==> src/logic/ext_bus_glue_pkg.sv <==
// Constants and types shared by the external bus card and flash glue.
// Assumes a 32-bit system address and active-low strobes from the static memory controller.
package ext_bus_glue_pkg;

  // ------------------------------------------------------------------
  // Address windows and fields
  // ------------------------------------------------------------------
  localparam int ADDR_WIDTH = 32;
  localparam int WINDOW_MSB = 31;
  localparam int WINDOW_LSB = 28;
  localparam int MODE_MSB = 23;
  localparam int MODE_LSB = 21;
  localparam int REG_SEL_BIT = 22;
  localparam logic [3:0] FLASH_WINDOW = 4'h4;
  localparam logic [3:0] SLOT0_WINDOW = 4'h5;
  localparam logic [3:0] SLOT1_WINDOW = 4'h6;

  // ------------------------------------------------------------------
  // Card mode codes on address bits 23:21
  // ------------------------------------------------------------------
  localparam logic [2:0] CODE_ATTR = 3'h0;
  localparam logic [2:0] CODE_COMMON = 3'h2;
  localparam logic [2:0] CODE_IO = 3'h4;
  localparam logic [2:0] CODE_TIDE = 3'h6;
  localparam logic [2:0] CODE_ALT_TIDE = 3'h7;

  // ------------------------------------------------------------------
  // Values after reset (all strobes inactive high)
  // ------------------------------------------------------------------
  localparam logic STROBE_IDLE = 1'b1;
  localparam logic A25_RESET = 1'b0;
  localparam logic [2:0] MODE_STATUS_RESET = 3'h0;

  typedef enum logic [2:0] {
    MODE_NONE,
    MODE_ATTR,
    MODE_COMMON,
    MODE_IO,
    MODE_TIDE,
    MODE_ALT_TIDE
  } card_mode_t;

endpackage

==> src/logic/card_mode_decode.sv <==
// Combinational window and card-mode decoder for the external bus glue.
// Assumes the address is the current external transfer address.
`timescale 1ns/1ns
module card_mode_decode (
  // Transfer address
  input wire logic [ext_bus_glue_pkg::ADDR_WIDTH-1:0] i_addr,
  // Chip-select assignment bits
  input wire logic i_cs3_flash_assign,
  input wire logic i_cs4_card_assign,
  input wire logic i_cs5_card_assign,
  // Decoded windows and mode
  output logic o_flash_hit,
  output logic o_slot0_hit,
  output logic o_slot1_hit,
  output ext_bus_glue_pkg::card_mode_t o_mode
);
  import ext_bus_glue_pkg::*;

  logic [3:0] window;
  logic [2:0] code;

  // Window hits gated by assignment bits
  assign window = i_addr[WINDOW_MSB:WINDOW_LSB];
  assign code = i_addr[MODE_MSB:MODE_LSB];
  assign o_flash_hit = i_cs3_flash_assign && (window == FLASH_WINDOW);
  assign o_slot0_hit = i_cs4_card_assign && (window == SLOT0_WINDOW);
  assign o_slot1_hit = i_cs5_card_assign && (window == SLOT1_WINDOW);

  // Mode from address bits 23:21; unused codes decode to no mode
  always_comb begin
    o_mode = MODE_NONE;
    if (o_slot0_hit || o_slot1_hit) begin
      case (code)
        CODE_ATTR: o_mode = MODE_ATTR;
        CODE_COMMON: o_mode = MODE_COMMON;
        CODE_IO: o_mode = MODE_IO;
        CODE_TIDE: o_mode = MODE_TIDE;
        CODE_ALT_TIDE: o_mode = MODE_ALT_TIDE;
        default: o_mode = MODE_NONE;
      endcase
    end
  end

endmodule // card_mode_decode

==> src/logic/ext_bus_glue.sv <==
// Top of the external bus glue: card slot and raw flash pin multiplexing.
// Assumes static memory controller strobes synchronous to i_clk, all active low,
// and per-chip-select width and access-mode bits supplied as plain inputs.
`timescale 1ns/1ns
module ext_bus_glue #(
  parameter int ADDR_W = ext_bus_glue_pkg::ADDR_WIDTH
) (
  // Clock and reset
  input wire logic i_clk,
  input wire logic i_srst,
  // Transfer from the static memory controller
  input wire logic [ext_bus_glue_pkg::ADDR_WIDTH-1:0] i_addr,
  input wire logic i_access_active,
  input wire logic i_read_not_write,
  input wire logic i_chip_select_three_n,
  input wire logic i_chip_select_four_n,
  input wire logic i_chip_select_five_n,
  input wire logic i_read_strobe_n,
  input wire logic i_write_strobe_lane0_n,
  input wire logic i_write_strobe_lane1_n,
  input wire logic i_write_strobe_lane3_n,
  input wire logic i_byte_lane0_select_n,
  input wire logic i_byte_lane1_select_n,
  // Per chip-select configuration
  input wire logic i_cs4_byte_select_mode,
  input wire logic i_cs5_byte_select_mode,
  input wire logic i_cs4_width16,
  input wire logic i_cs5_width16,
  // Assignment and card control
  input wire logic i_cs3_flash_assign,
  input wire logic i_cs4_card_assign,
  input wire logic i_cs5_card_assign,
  input wire logic i_card_standby,
  input wire logic i_external_wait_in_n,
  // Chip-select pins
  output logic o_chip_select_three_n,
  output logic o_cs4_pin_n,
  output logic o_cs5_pin_n,
  // Shared strobe pins
  output logic o_rd_pin_n,
  output logic o_wr0_pin_n,
  output logic o_wr1_pin_n,
  output logic o_wr3_pin_n,
  output logic o_a25_pin,
  // Dedicated card pins
  output logic o_card_enable_lo_n,
  output logic o_card_enable_hi_n,
  output logic o_card_reg_n,
  // Flash pins
  output logic o_flash_output_enable_n,
  output logic o_flash_write_enable_n,
  // Wait back to the controller and status
  output logic o_smc_wait_n,
  output logic o_card_access,
  output logic o_flash_access,
  output logic [2:0] o_card_mode
);
  import ext_bus_glue_pkg::*;

  // ------------------------------------------------------------------
  // Elaboration check
  // ------------------------------------------------------------------
  if (ADDR_W != ADDR_WIDTH) begin : g_bad_width
    $error("ext_bus_glue needs a 32-bit address");
  end

  // ------------------------------------------------------------------
  // State of the block
  // ------------------------------------------------------------------
  typedef struct packed {
    logic cs3_n;
    logic cs4_n;
    logic cs5_n;
    logic rd_n;
    logic wr0_n;
    logic wr1_n;
    logic wr3_n;
    logic a25;
    logic ce_lo_n;
    logic ce_hi_n;
    logic reg_n;
    logic foe_n;
    logic fwe_n;
    logic wait_n;
    logic card_acc;
    logic flash_acc;
    logic [2:0] mode;
  } glue_state_t;

  glue_state_t state_q;
  glue_state_t state_d;

  logic flash_hit;
  logic slot0_hit;
  logic slot1_hit;
  card_mode_t mode;

  // ------------------------------------------------------------------
  // Address decode
  // ------------------------------------------------------------------
  card_mode_decode u_decode (
    .i_addr(i_addr),
    .i_cs3_flash_assign(i_cs3_flash_assign),
    .i_cs4_card_assign(i_cs4_card_assign),
    .i_cs5_card_assign(i_cs5_card_assign),
    .o_flash_hit(flash_hit),
    .o_slot0_hit(slot0_hit),
    .o_slot1_hit(slot1_hit),
    .o_mode(mode)
  );

  // ------------------------------------------------------------------
  // Per-access selection of the owning chip select
  // ------------------------------------------------------------------
  logic owner_cs_n;
  logic owner_byte_sel;
  logic owner_wide;
  logic card_acc;
  logic flash_acc;
  logic bs0_n;
  logic bs1_n;
  logic mem_mode;
  logic io_mode;

  // Owning chip select of the card window and its configuration
  always_comb begin
    owner_cs_n = STROBE_IDLE;
    owner_byte_sel = 1'b0;
    owner_wide = 1'b0;
    if (slot0_hit) begin
      owner_cs_n = i_chip_select_four_n;
      owner_byte_sel = i_cs4_byte_select_mode;
      owner_wide = i_cs4_width16;
    end else if (slot1_hit) begin
      owner_cs_n = i_chip_select_five_n;
      owner_byte_sel = i_cs5_byte_select_mode;
      owner_wide = i_cs5_width16;
    end
  end

  // Card access needs a valid mode, no standby and an active transfer
  assign card_acc = i_access_active && !i_card_standby && (mode != MODE_NONE) && !owner_cs_n;
  assign flash_acc = i_access_active && flash_hit && !i_chip_select_three_n;

  // Byte selects count only in byte-select access mode
  assign bs0_n = owner_byte_sel ? i_byte_lane0_select_n : STROBE_IDLE;
  assign bs1_n = owner_byte_sel ? i_byte_lane1_select_n : STROBE_IDLE;

  // Mode classes for strobe routing
  assign mem_mode = (mode == MODE_ATTR) || (mode == MODE_COMMON);
  assign io_mode = (mode == MODE_IO) || (mode == MODE_TIDE) || (mode == MODE_ALT_TIDE);

  // ------------------------------------------------------------------
  // Card enables
  // ------------------------------------------------------------------
  logic ce_lo_n;
  logic ce_hi_n;

  // Enables track the owning chip select, qualified by mode and width
  always_comb begin
    ce_lo_n = STROBE_IDLE;
    ce_hi_n = STROBE_IDLE;
    if (card_acc) begin
      case (mode)
        MODE_ATTR: begin
          ce_hi_n = owner_cs_n | bs1_n;
          ce_lo_n = owner_cs_n | bs0_n;
        end
        MODE_COMMON, MODE_IO: begin
          if (owner_wide) begin
            ce_hi_n = owner_cs_n | bs1_n;
            ce_lo_n = owner_cs_n | bs0_n;
          end else begin
            ce_hi_n = 1'b1;
            ce_lo_n = owner_cs_n;
          end
        end
        MODE_TIDE: begin
          ce_hi_n = 1'b1;
          ce_lo_n = owner_cs_n;
        end
        MODE_ALT_TIDE: begin
          ce_hi_n = owner_cs_n;
          ce_lo_n = 1'b1;
        end
        default: begin
          ce_hi_n = STROBE_IDLE;
          ce_lo_n = STROBE_IDLE;
        end
      endcase
    end
  end

  // ------------------------------------------------------------------
  // Card read and write strobes
  // ------------------------------------------------------------------
  logic card_oe_n;
  logic card_we_n;
  logic card_ior_n;
  logic card_iow_n;

  // Memory modes use OE/WE, IO and IDE modes use IOR/IOW
  always_comb begin
    card_oe_n = STROBE_IDLE;
    card_we_n = STROBE_IDLE;
    card_ior_n = STROBE_IDLE;
    card_iow_n = STROBE_IDLE;
    if (card_acc && mem_mode) begin
      card_oe_n = i_read_strobe_n;
      card_we_n = i_write_strobe_lane0_n;
    end else if (card_acc && io_mode) begin
      card_ior_n = i_read_strobe_n;
      card_iow_n = i_write_strobe_lane0_n;
      if (mode != MODE_IO) begin
        card_oe_n = 1'b0;
      end
    end
  end

  // ------------------------------------------------------------------
  // Next state: pin multiplexing
  // ------------------------------------------------------------------
  always_comb begin
    state_d = state_q;
    state_d.card_acc = card_acc;
    state_d.flash_acc = flash_acc;
    state_d.mode = card_acc ? 3'(mode) : MODE_STATUS_RESET;
    state_d.cs3_n = i_chip_select_three_n;
    // Chip-select pins carry slot select when assigned
    state_d.cs4_n = i_cs4_card_assign ? i_chip_select_four_n : i_chip_select_four_n;
    if (i_cs4_card_assign) begin
      state_d.cs4_n = i_chip_select_four_n | i_card_standby;
    end
    state_d.cs5_n = i_chip_select_five_n;
    if (i_cs5_card_assign) begin
      state_d.cs5_n = i_chip_select_five_n | i_card_standby;
    end
    state_d.ce_lo_n = ce_lo_n;
    state_d.ce_hi_n = ce_hi_n;
    // Register select from address bit 22, unused in True IDE but still driven in alternate True IDE
    state_d.reg_n = (card_acc && mode != MODE_TIDE) ? i_addr[REG_SEL_BIT] : STROBE_IDLE;
    // Shared pins: card signals on card accesses, plain ones otherwise
    if (card_acc) begin
      state_d.rd_n = card_oe_n;
      state_d.wr0_n = card_we_n;
      state_d.wr1_n = card_ior_n;
      state_d.wr3_n = card_iow_n;
      state_d.a25 = i_read_not_write;
    end else if (i_access_active) begin
      state_d.rd_n = i_read_strobe_n;
      state_d.wr0_n = i_write_strobe_lane0_n;
      state_d.wr1_n = i_write_strobe_lane1_n;
      state_d.wr3_n = i_write_strobe_lane3_n;
      state_d.a25 = i_addr[25];
    end else begin
      // Idle: strobes inactive, address-like pin held stable
      state_d.rd_n = STROBE_IDLE;
      state_d.wr0_n = STROBE_IDLE;
      state_d.wr1_n = STROBE_IDLE;
      state_d.wr3_n = STROBE_IDLE;
    end
    // Flash strobes only while chip select 3 is inside its window
    state_d.foe_n = flash_acc ? i_read_strobe_n : STROBE_IDLE;
    state_d.fwe_n = flash_acc ? i_write_strobe_lane0_n : STROBE_IDLE;
    // Card wait passes back to the controller only during card accesses
    state_d.wait_n = card_acc ? i_external_wait_in_n : STROBE_IDLE;
  end

  // ------------------------------------------------------------------
  // State register
  // ------------------------------------------------------------------
  always_ff @(posedge i_clk) begin
    if (i_srst) begin
      state_q <= '{cs3_n: STROBE_IDLE, cs4_n: STROBE_IDLE, cs5_n: STROBE_IDLE,
                   rd_n: STROBE_IDLE, wr0_n: STROBE_IDLE, wr1_n: STROBE_IDLE, wr3_n: STROBE_IDLE,
                   a25: A25_RESET, ce_lo_n: STROBE_IDLE, ce_hi_n: STROBE_IDLE, reg_n: STROBE_IDLE,
                   foe_n: STROBE_IDLE, fwe_n: STROBE_IDLE, wait_n: STROBE_IDLE,
                   card_acc: 1'b0, flash_acc: 1'b0, mode: MODE_STATUS_RESET};
    end else begin
      state_q <= state_d;
    end
  end

  // ------------------------------------------------------------------
  // Outputs, straight from the state register
  // ------------------------------------------------------------------
  assign o_chip_select_three_n = state_q.cs3_n;
  assign o_cs4_pin_n = state_q.cs4_n;
  assign o_cs5_pin_n = state_q.cs5_n;
  assign o_rd_pin_n = state_q.rd_n;
  assign o_wr0_pin_n = state_q.wr0_n;
  assign o_wr1_pin_n = state_q.wr1_n;
  assign o_wr3_pin_n = state_q.wr3_n;
  assign o_a25_pin = state_q.a25;
  assign o_card_enable_lo_n = state_q.ce_lo_n;
  assign o_card_enable_hi_n = state_q.ce_hi_n;
  assign o_card_reg_n = state_q.reg_n;
  assign o_flash_output_enable_n = state_q.foe_n;
  assign o_flash_write_enable_n = state_q.fwe_n;
  assign o_smc_wait_n = state_q.wait_n;
  assign o_card_access = state_q.card_acc;
  assign o_flash_access = state_q.flash_acc;
  assign o_card_mode = state_q.mode;

endmodule // ext_bus_glue

==> config.mk <==
export PLATFORM = sky130hd
export DESIGN_NAME = ext_bus_glue
export DESIGN_NICKNAME = d
export VERILOG_FILES = /design/src/logic/ext_bus_glue_pkg.sv /design/src/logic/card_mode_decode.sv /design/src/logic/ext_bus_glue.sv
export SDC_FILE = /design/constraint.sdc
export NUM_CORES = 1
export LEC_CHECK = 0
export ABC_AREA = 1
export BUFFER_PORTS_ARGS = -buffer_cell sky130_fd_sc_hd__buf_2
export CAP_MARGIN = 15
export CORE_MARGIN = 2
export CORE_UTILIZATION = 41
export DETAILED_ROUTE_END_ITERATION = 6
export PLACE_DENSITY = 0.8
export SLEW_MARGIN = 0
export SYNTH_ARGS = -nofsm -noshare
export SYNTH_HDL_FRONTEND = slang
export SYNTH_SLANG_ARGS = --single-unit
==> constraint.sdc <==
create_clock -name i_clk -period 1.62 [get_ports i_clk]
set_clock_uncertainty 0.05 [all_clocks]
set_input_delay 0 -clock i_clk [delete_from_list [all_inputs] [get_ports i_clk]]
set_output_delay 0 -clock i_clk [all_outputs]
set_load 0.02 [all_outputs]
[Word-level counts from Yosys, hierarchy flattened]
Cells that the tools add are included.
Word-level totals
  register bits: 19
  input port bits: 54
  output and inout port bits: 19
Cells by class
  equal/unequal tests: 14
  muxes and demuxes: 27
  bitwise operators: 7
  reduce and logical (&&, ||, !) cells: 25
Operators with widths (number)
  $mux W1: 21
  $eq A3 B3 Y1 const B: 5
  $pmux W3 S5: 1
  $eq A4 B3 Y1 const B: 3
  $logic_and A1 B1 Y1: 11
  $eq A3 B2 Y1 const B: 3
  $reduce_or A2 Y1: 4
  $pmux W1 S3: 2
  $mux W5: 1
  $logic_or A1 B1 Y1: 4
  $mux W4: 1
  $or A1 B1 Y1: 4
  $eq A3 B1 Y1 const B: 1
  $logic_not A1 Y1: 3
  $logic_not A3 Y1: 1
  $mux W3: 1
  $ne A3 B2 Y1 const B: 1
  $ne A3 B3 Y1 const B: 1
  $not A1 Y1: 3
  $reduce_bool A3 Y1: 1
  $reduce_bool A2 Y1: 1

[Depth between registers and ports, before layout]
Gate-level depths: netlist of run 1.
  depth in word-level cells: 11
  mapped depth: 11

[Cells and area by module]
A second synthesis of run 1 with hierarchy kept.
Unflattened totals
  cells, all modules: 123
  area, all modules: 870.8 µm²
By module, submodules not included
  ext_bus_glue: instances 1, cells an instance 101, area an instance 764.5 µm², sequential area each 380.4 µm²
  card_mode_decode: instances 1, cells an instance 22, area an instance 106.4 µm², sequential area each 0.0 µm²

[Worst setup path before layout of run 1]
No wires, ideal clock.
  path type: input to register
  start point: input i_addr[28] (netlist bit)
  end point: register state_q (netlist bit o_smc_wait_n)
  library setup time: 0.120 ns
  data arrival time: 0.925 ns
  path slack: 0.525 ns
  cell stages on the path: 9
  path buffers: 0
  cells stage by stage: inv_1 nand3_1 nor2_1 nand2_1 o21ai_4 nand3_4 nor2_8 inv_2 or2_1
On the way
  word-level cells in the longest chain between the ends: 9
Ends and longest elaborated chain
  start: declaration: line ext_bus_glue.sv:12  | input wire logic [ext_bus_glue_pkg::ADDR_WIDTH-1:0] i_addr,
  $eq A4 B3 Y1, on equally long branches: line card_mode_decode.sv:26, card_mode_decode.sv:27
  $logic_and A1 B1 Y1, on equally long branches: line card_mode_decode.sv:26, card_mode_decode.sv:27
  $logic_or A1 B1 Y1: line card_mode_decode.sv:32  | if (o_slot0_hit || o_slot1_hit) begin
  $mux W3: line card_mode_decode.sv:32
  $reduce_bool A3 Y1: line ext_bus_glue.sv:142  | assign card_acc = i_access_active && !i_card_standby && (mode != MODE_NONE) && !owner_cs_n;
  $logic_and A1 B1 Y1: line ext_bus_glue.sv:142
  $logic_and A1 B1 Y1 (*): line ext_bus_glue.sv:142
  $not A1 Y1 (no source line) (*)
  $reduce_or A2 Y1 (no source line) (*)
  end signal: assignment: line ext_bus_glue.sv:274  | state_q <= '{cs3_n: STROBE_IDLE, cs4_n: STROBE_IDLE, cs5_n: STROBE_IDLE,
  end signal: assignment: line ext_bus_glue.sv:280  | state_q <= state_d;
  end: declaration: line ext_bus_glue.sv:90  | glue_state_t state_q;
Mark *: on every way between the ends. The rest lies on a longest branch, timed or not.
A chain may end at the register's enable or synchronous reset.

[Worst setup path in the final report of run 1]
  start point: input i_srst
  end point: register state_q (netlist bit o_flash_output_enable_n)
On the way
  word-level cells in the longest chain between the ends: 1
Ends and longest elaborated chain
  start: declaration: line ext_bus_glue.sv:10  | input wire logic i_srst,
  $reduce_or A2 Y1 (no source line)
No other way between the ends.

==> impl_metrics.toml, run 1 <==
[cells_and_area]
diodes = 0
final_cells = 219
syn2layout_area_growth_pct = 55.5
drive_above_1_share = 0.359
final_nets = 247

[grt]
grt_pass1_wl_um = 3680
grt_usage = 0.191
antenna_found_initial = 0
grt_max_degree = 11
overflow = 0
grt_pass1_vias = 917

[power]
cellLeakagePower_nw = 0.693
intPower_uw = 645
power_frac_clock = 0.266
p_sw_frac = 0.252
p_total_uw = 863
p_switching_uw = 217
peakVddDrop_mv = 0.336
powerDensity_nw_per_um2 = 618
seq_power_share = 0.555
combPwrFrac = 0.180

[cts]
cts_sinks = 19
root_buffer = "clkbuf_4"
cts-buffers-inserted = 3
cts_tree = "built"
insertion_delay_ns = 0.29
clkTransAtPathRegs_ns = 0.10
htreeDepth = 1
cts.path.max_buffers = 2

[synth]
synth.area.top_cells = "dfxtp_1 (42%), nand2_1 (8.8%), inv_1 (7.9%)"
synthCells = 120
syn_area_per_cell_sq_um = 7.48
synth.distinct_cells = 22
seq_area_frac_synth = 0.424
synth_top_area_share = 0.424
synth_nets = 174
netlist_area_sq_um = 897
ys_ff_latch = 19
yosys.area.top_type = "dfxtp_1"
ys_warn_count = 0

[worst_hold_path]
worstHoldStart = "i_byte_lane1_select_n"
holdPathEnd = "o_card_enable_hi_n"
hold_depth = 4
min_path_type = "in -> reg"

[sta]
timing.final.crit_share = 0.920
finalSetupViolations = 0
fmax_ghz = 0.671
hold_slack_ns = 0.00660
setup_tns_ns = 0
max-slew-margin-rel = 0.832
hold_viol_final = 0
drv_slew = 0
worst_pin_slew_ns = 0.250
rsz0062_at_grt = "no"
post-route-min-period_ns = 1.49

[placement]
hpwl_um = 1680
io_buffers = 48
place.gp.congestion = 0.765
dp_cells = 194

[setup_path]
crit_required_ns = 1.77
setup.worst_path.class = "in -> reg"
startpoint_type = "input pin"
r2r_cells = 2
r2r-end = "o_a25_pin"
worstPathMaxFanout = 8
crit_arrival_ns = 1.64
r2r-start = "o_a25_pin"
end_kind = "flop"
r2r_slack_ns = 0.99

[floorplanning]
io_pins = 73
die_w_um = 50.8
rows = 16
start_util = 0.444
die_area_sq_um = 2580
die_h_um = 50.8
core_sq_um = 2020

[route]
vias_per_cell = 4.63
ant_nets = 0
drc_errors = 0
wl_per_cell_um = 10.4
vias = 1015
drt-total-wl_um = 2280
drtIter0Drc = 16
drtPass1Iterations = 5

[job]
cap_violations = 0

[run_status]
outcome = "finished clean"
==> layout by cell type (no fill, tap or decap), types with 2 or more instances in the layout <==
| master | count |
|---|---|
| nor3_1 | 3 |
| dfxtp_1 | 19 |
| clkbuf_4 | 3 |
| nor2_1 | 14 |
| buf_2 | 47 |
| nand4_1 | 2 |
| nand3_1 | 12 |
| nand2_2 | 3 |
| inv_1 | 19 |
| o21ai_0 | 9 |
| dlygate4sd3_1 | 17 |
| buf_4 | 5 |
| nand2_1 | 21 |
| nand3_4 | 2 |
| inv_2 | 3 |
| a21oi_1 | 3 |
==> routing by layer <==
layer,wire [um],global-route usage,up-vias
met5,0,0,-
met4,42,0.0946,0
met3,126,0.0179,5
li1,-,-,523
met2,1200,0.366,42
met1,913,0.206,445
==> critical path, cell delays in order <==
cell	delay (ns)
dlygate4sd3_1	0.53
buf_2	0.19
nor3_1	0.26
dlygate4sd3_1	0.61
nand2_1	0.05
==> worst max path at each step <==
stage                                    endpoint  cells after the start              start  slack [ns]
after global routing                 o_smc_wait_n                      9  i_cs4_card_assign        0.02
after floorplan                      o_smc_wait_n                      9         i_addr[28]        0.52
final                     o_flash_output_enable_n                      5             i_srst        0.13
after CTS                            o_smc_wait_n                     10  i_cs4_card_assign        0.09
after detailed placement             o_smc_wait_n                     10         i_addr[28]        0.25
after global placement               o_smc_wait_n                     10         i_addr[28]        0.29
==> power by group through the flow <==
stage	Combinational, mW	Clock [mW]	Sequential, mW
CTS	0.152	0.230	0.479
global placement	0.121	0	0.489
finish	0.155	0.229	0.479
global route	0.171	0.254	0.480
detailed placement	0.124	0	0.489
floorplan	0.0520	0	0.502
==> repair_timing <==
item | in CTS | in global routing
setup buffers | 0 | 5
gates resized for setup | 0 | 0
hold buffers | 17 | 0
hold endpoints to repair | 15 | 0
setup endpoints to repair | 0 | 2
==> Yosys cell counts <==
master and n:
o21ai_4 1, nor3_1 3, nand2_2 3, nand3_1 12, o21ai_0 9, inv_2 3, buf_2 1, nand2_4 1
a21oi_1 3, inv_1 19, nand3_4 2, nor2_4 1, nand3b_1 1, nor2_8 1, or2_1 1, o211ai_1 1
or2_2 1, dfxtp_1 19, nand2_1 21, nor2_1 14, nand3_2 1, nand4_1 2
==> kinds of logic (layout without fill, tap and decap cells) <==
family          count (synthesis)  after routing  share of synthesized area
simple gates                   64             64                      0.385
compound gates                 14             14                     0.0934
flops                          19             19                      0.424
buf+inv                        23             95                     0.0976
==> state kept, by name (all words and copies together), names as in the netlist <==
name	count
o_a25_pin	1
o_rd_pin_n	1
o_cs5_pin_n	1
o_card_enable_lo_n	1
o_wr3_pin_n	1
o_flash_access	1
o_cs4_pin_n	1
o_card_mode	3
o_chip_select_three_n	1
o_card_reg_n	1
o_flash_output_enable_n	1
o_card_access	1
o_wr0_pin_n	1
o_flash_write_enable_n	1
o_wr1_pin_n	1
o_card_enable_hi_n	1
o_smc_wait_n	1
==> area by class of cell <==
| cell class | instances | area [sq um] |
|---|---|---|
| Clock buffer | 4 | 26.3 |
| Fill cell | 172 | 627 |
| Inverter | 22 | 82.6 |
| Multi-Input combinational cell | 78 | 429 |
| Sequential cell | 19 | 380 |
| Tap cell | 27 | 33.8 |
| Timing Repair Buffer | 69 | 443 |
==> stage by stage <==
step                      setup slack, ns   util  area, sq um
after floorplan                     0.525      -          897
after global placement              0.285  0.577         1170
after detailed placement            0.252  0.577         1170
after CTS                          0.0950  0.674         1360
final                               0.130  0.690         1400
after global routing               0.0247  0.690         1400
Power figures use the tool's default switching activity.
==> inputs of run 2 (changes only) <==
==> constraint.sdc (replaced) <==
create_clock -name i_clk -period 1.62 [get_ports i_clk]
set_clock_uncertainty 0.05 [all_clocks]
set_input_delay 0.324 -clock i_clk [delete_from_list [all_inputs] [get_ports i_clk]]
set_output_delay 0.324 -clock i_clk [all_outputs]
set_load 0.02 [all_outputs]
==> impl_metrics.toml, run 2 (same netlist as run 1, synthesis figures left out) <==
[run_status]
outcome = "finished clean"

[route]
drtPass1Iterations = 4
vias_per_cell = 4.63
drt-total-wl_um = 1990
ant_nets = 0
drtIter0Drc = 24
wl_per_cell_um = 9.92
drc_errors = 0
vias = 931

[cells_and_area]
syn2layout_area_growth_pct = 35.6
final_core_util = 0.601
diodes = 0
final.fill_count = 200
layout_commonest_cell = "buf_2"
final_cells = 201
largest_register_ffs = 3
final_area_sq_um = 1220
drive_above_1_share = 0.397
final_nets = 229
layout_common_cells = "buf_2 (48), nand2_1 (21), inv_1 (19), dfxtp_1 (19), nor2_1 (14)"

[job]
cap_violations = 0

[cts]
cts_tree = "built"
htreeDepth = 1
clkTransAtPathRegs_ns = 0.10
root_buffer = "clkbuf_4"
cts_sinks = 19
insertion_delay_ns = 0.29
cts.path.max_buffers = 2
cts_setup_buffers = 0
cts_resized = 0
cts-buffers-inserted = 3
cts_hold_buf = 0

[placement]
place.gp.congestion = 0.790
place_area_sq_um = 1190
io_buffers = 48
dp_cells = 197
hpwl_um = 1710

[floorplanning]
io_pins = 73
core_sq_um = 2020
die_area_sq_um = 2580
start_util = 0.444
die_h_um = 50.8
die_w_um = 50.8
rows = 16

[setup_path]
worstPathMaxFanout = 3
startpoint_type = "input pin"
cp-endpoint = "o_card_enable_lo_n"
r2r-end = "o_a25_pin"
crit_required_ns = 1.74
crit_arrival_ns = 1.51
r2r_slack_ns = 0.95
setup.worst_path.class = "in -> reg"
r2r-start = "o_a25_pin"
end_kind = "flop"
crit_start = "i_addr[28]"
r2r_cells = 2

[sta]
worst_pin_slew_ns = 0.301
finalSetupViolations = 0
post-route-min-period_ns = 1.38
fmax_ghz = 0.723
rsz0062_at_grt = "no"
hold_slack_ns = 0.160
timing.final.crit_share = 0.854
max-slew-margin-rel = 0.798
drv_slew = 0
hold_viol_final = 0

[grt]
overflow = 0
antenna_found_initial = 0
grt_max_degree = 12
grt_pass1_vias = 814
grt_pass1_wl_um = 3240
grt_usage = 0.166

[power]
cellLeakagePower_nw = 0.621
powerDensity_nw_per_um2 = 682
peakVddDrop_mv = 0.375

[worst_hold_path]
hold_depth = 2
worstHoldStart = "i_external_wait_in_n"
min_path_type = "in -> reg"
==> run 2: changes by cell type in the layout (fill, tap and decap cells not counted), sizes merged <==
cell	before	now
clkbuf	4	3
buf	52	51
dlygate4sd3	17	0
clkinv	0	1
==> run 2: final cells by class <==
type                    count  area, sq um  share of cell area
clock inverters             1         5.00             0.00412
repair buffers             51          263               0.216
inverters                  22         82.6              0.0679
flip-flops and latches     19          380               0.313
well taps                  27         33.8              0.0278
clock buffers               3         22.5              0.0185
multi-input cells          78          429               0.353
==> run 2: routing by layer <==
metal | routed length (um) | vias up | track usage
li1 | - | 484 | -
met1 | 817 | 402 | 0.189
met2 | 1010 | 42 | 0.305
met3 | 153 | 3 | 0.0149
met4 | 14 | 0 | 0.0811
met5 | 0 | - | 0
==> run 2: how the worst min path moves through the flow <==
stage	endpoint	slack (ns)
detailed placement	o_a25_pin	0.43
finish	o_smc_wait_n	0.16
global placement	o_a25_pin	0.40
CTS	o_smc_wait_n	0.16
floorplan	o_cs4_pin_n	0.36
global route	o_smc_wait_n	0.16
==> run 2: metrics by stage <==
stage                     total power, mW  worst slack (ns)  TNS [ns]
after floorplan                     0.554             0.201         0
after detailed placement            0.614           -0.0576    -0.120
after global routing                0.867             0.134         0
after global placement              0.610          0.000533         0
final                               0.830             0.236         0
after CTS                           0.836             0.247         0
==> run 2: critical path: stages <==
cell and delay [ns]:
buf_2 0.10, inv_1 0.10, nand3_1 0.09, nor2_1 0.15, nand2_1 0.12, o21ai_4 0.10, buf_4 0.15, inv_1 0.05
nor2_1 0.09, nand2_1 0.05, o21ai_0 0.10, nand3_1 0.10
==> run 2: where the power goes <==
group / switching, mW / internal, mW
Clock: 0.135 / 0.0918
Sequential: 0.00230 / 0.476
Combinational: 0.0749 / 0.0496
Total: 0.212 / 0.618
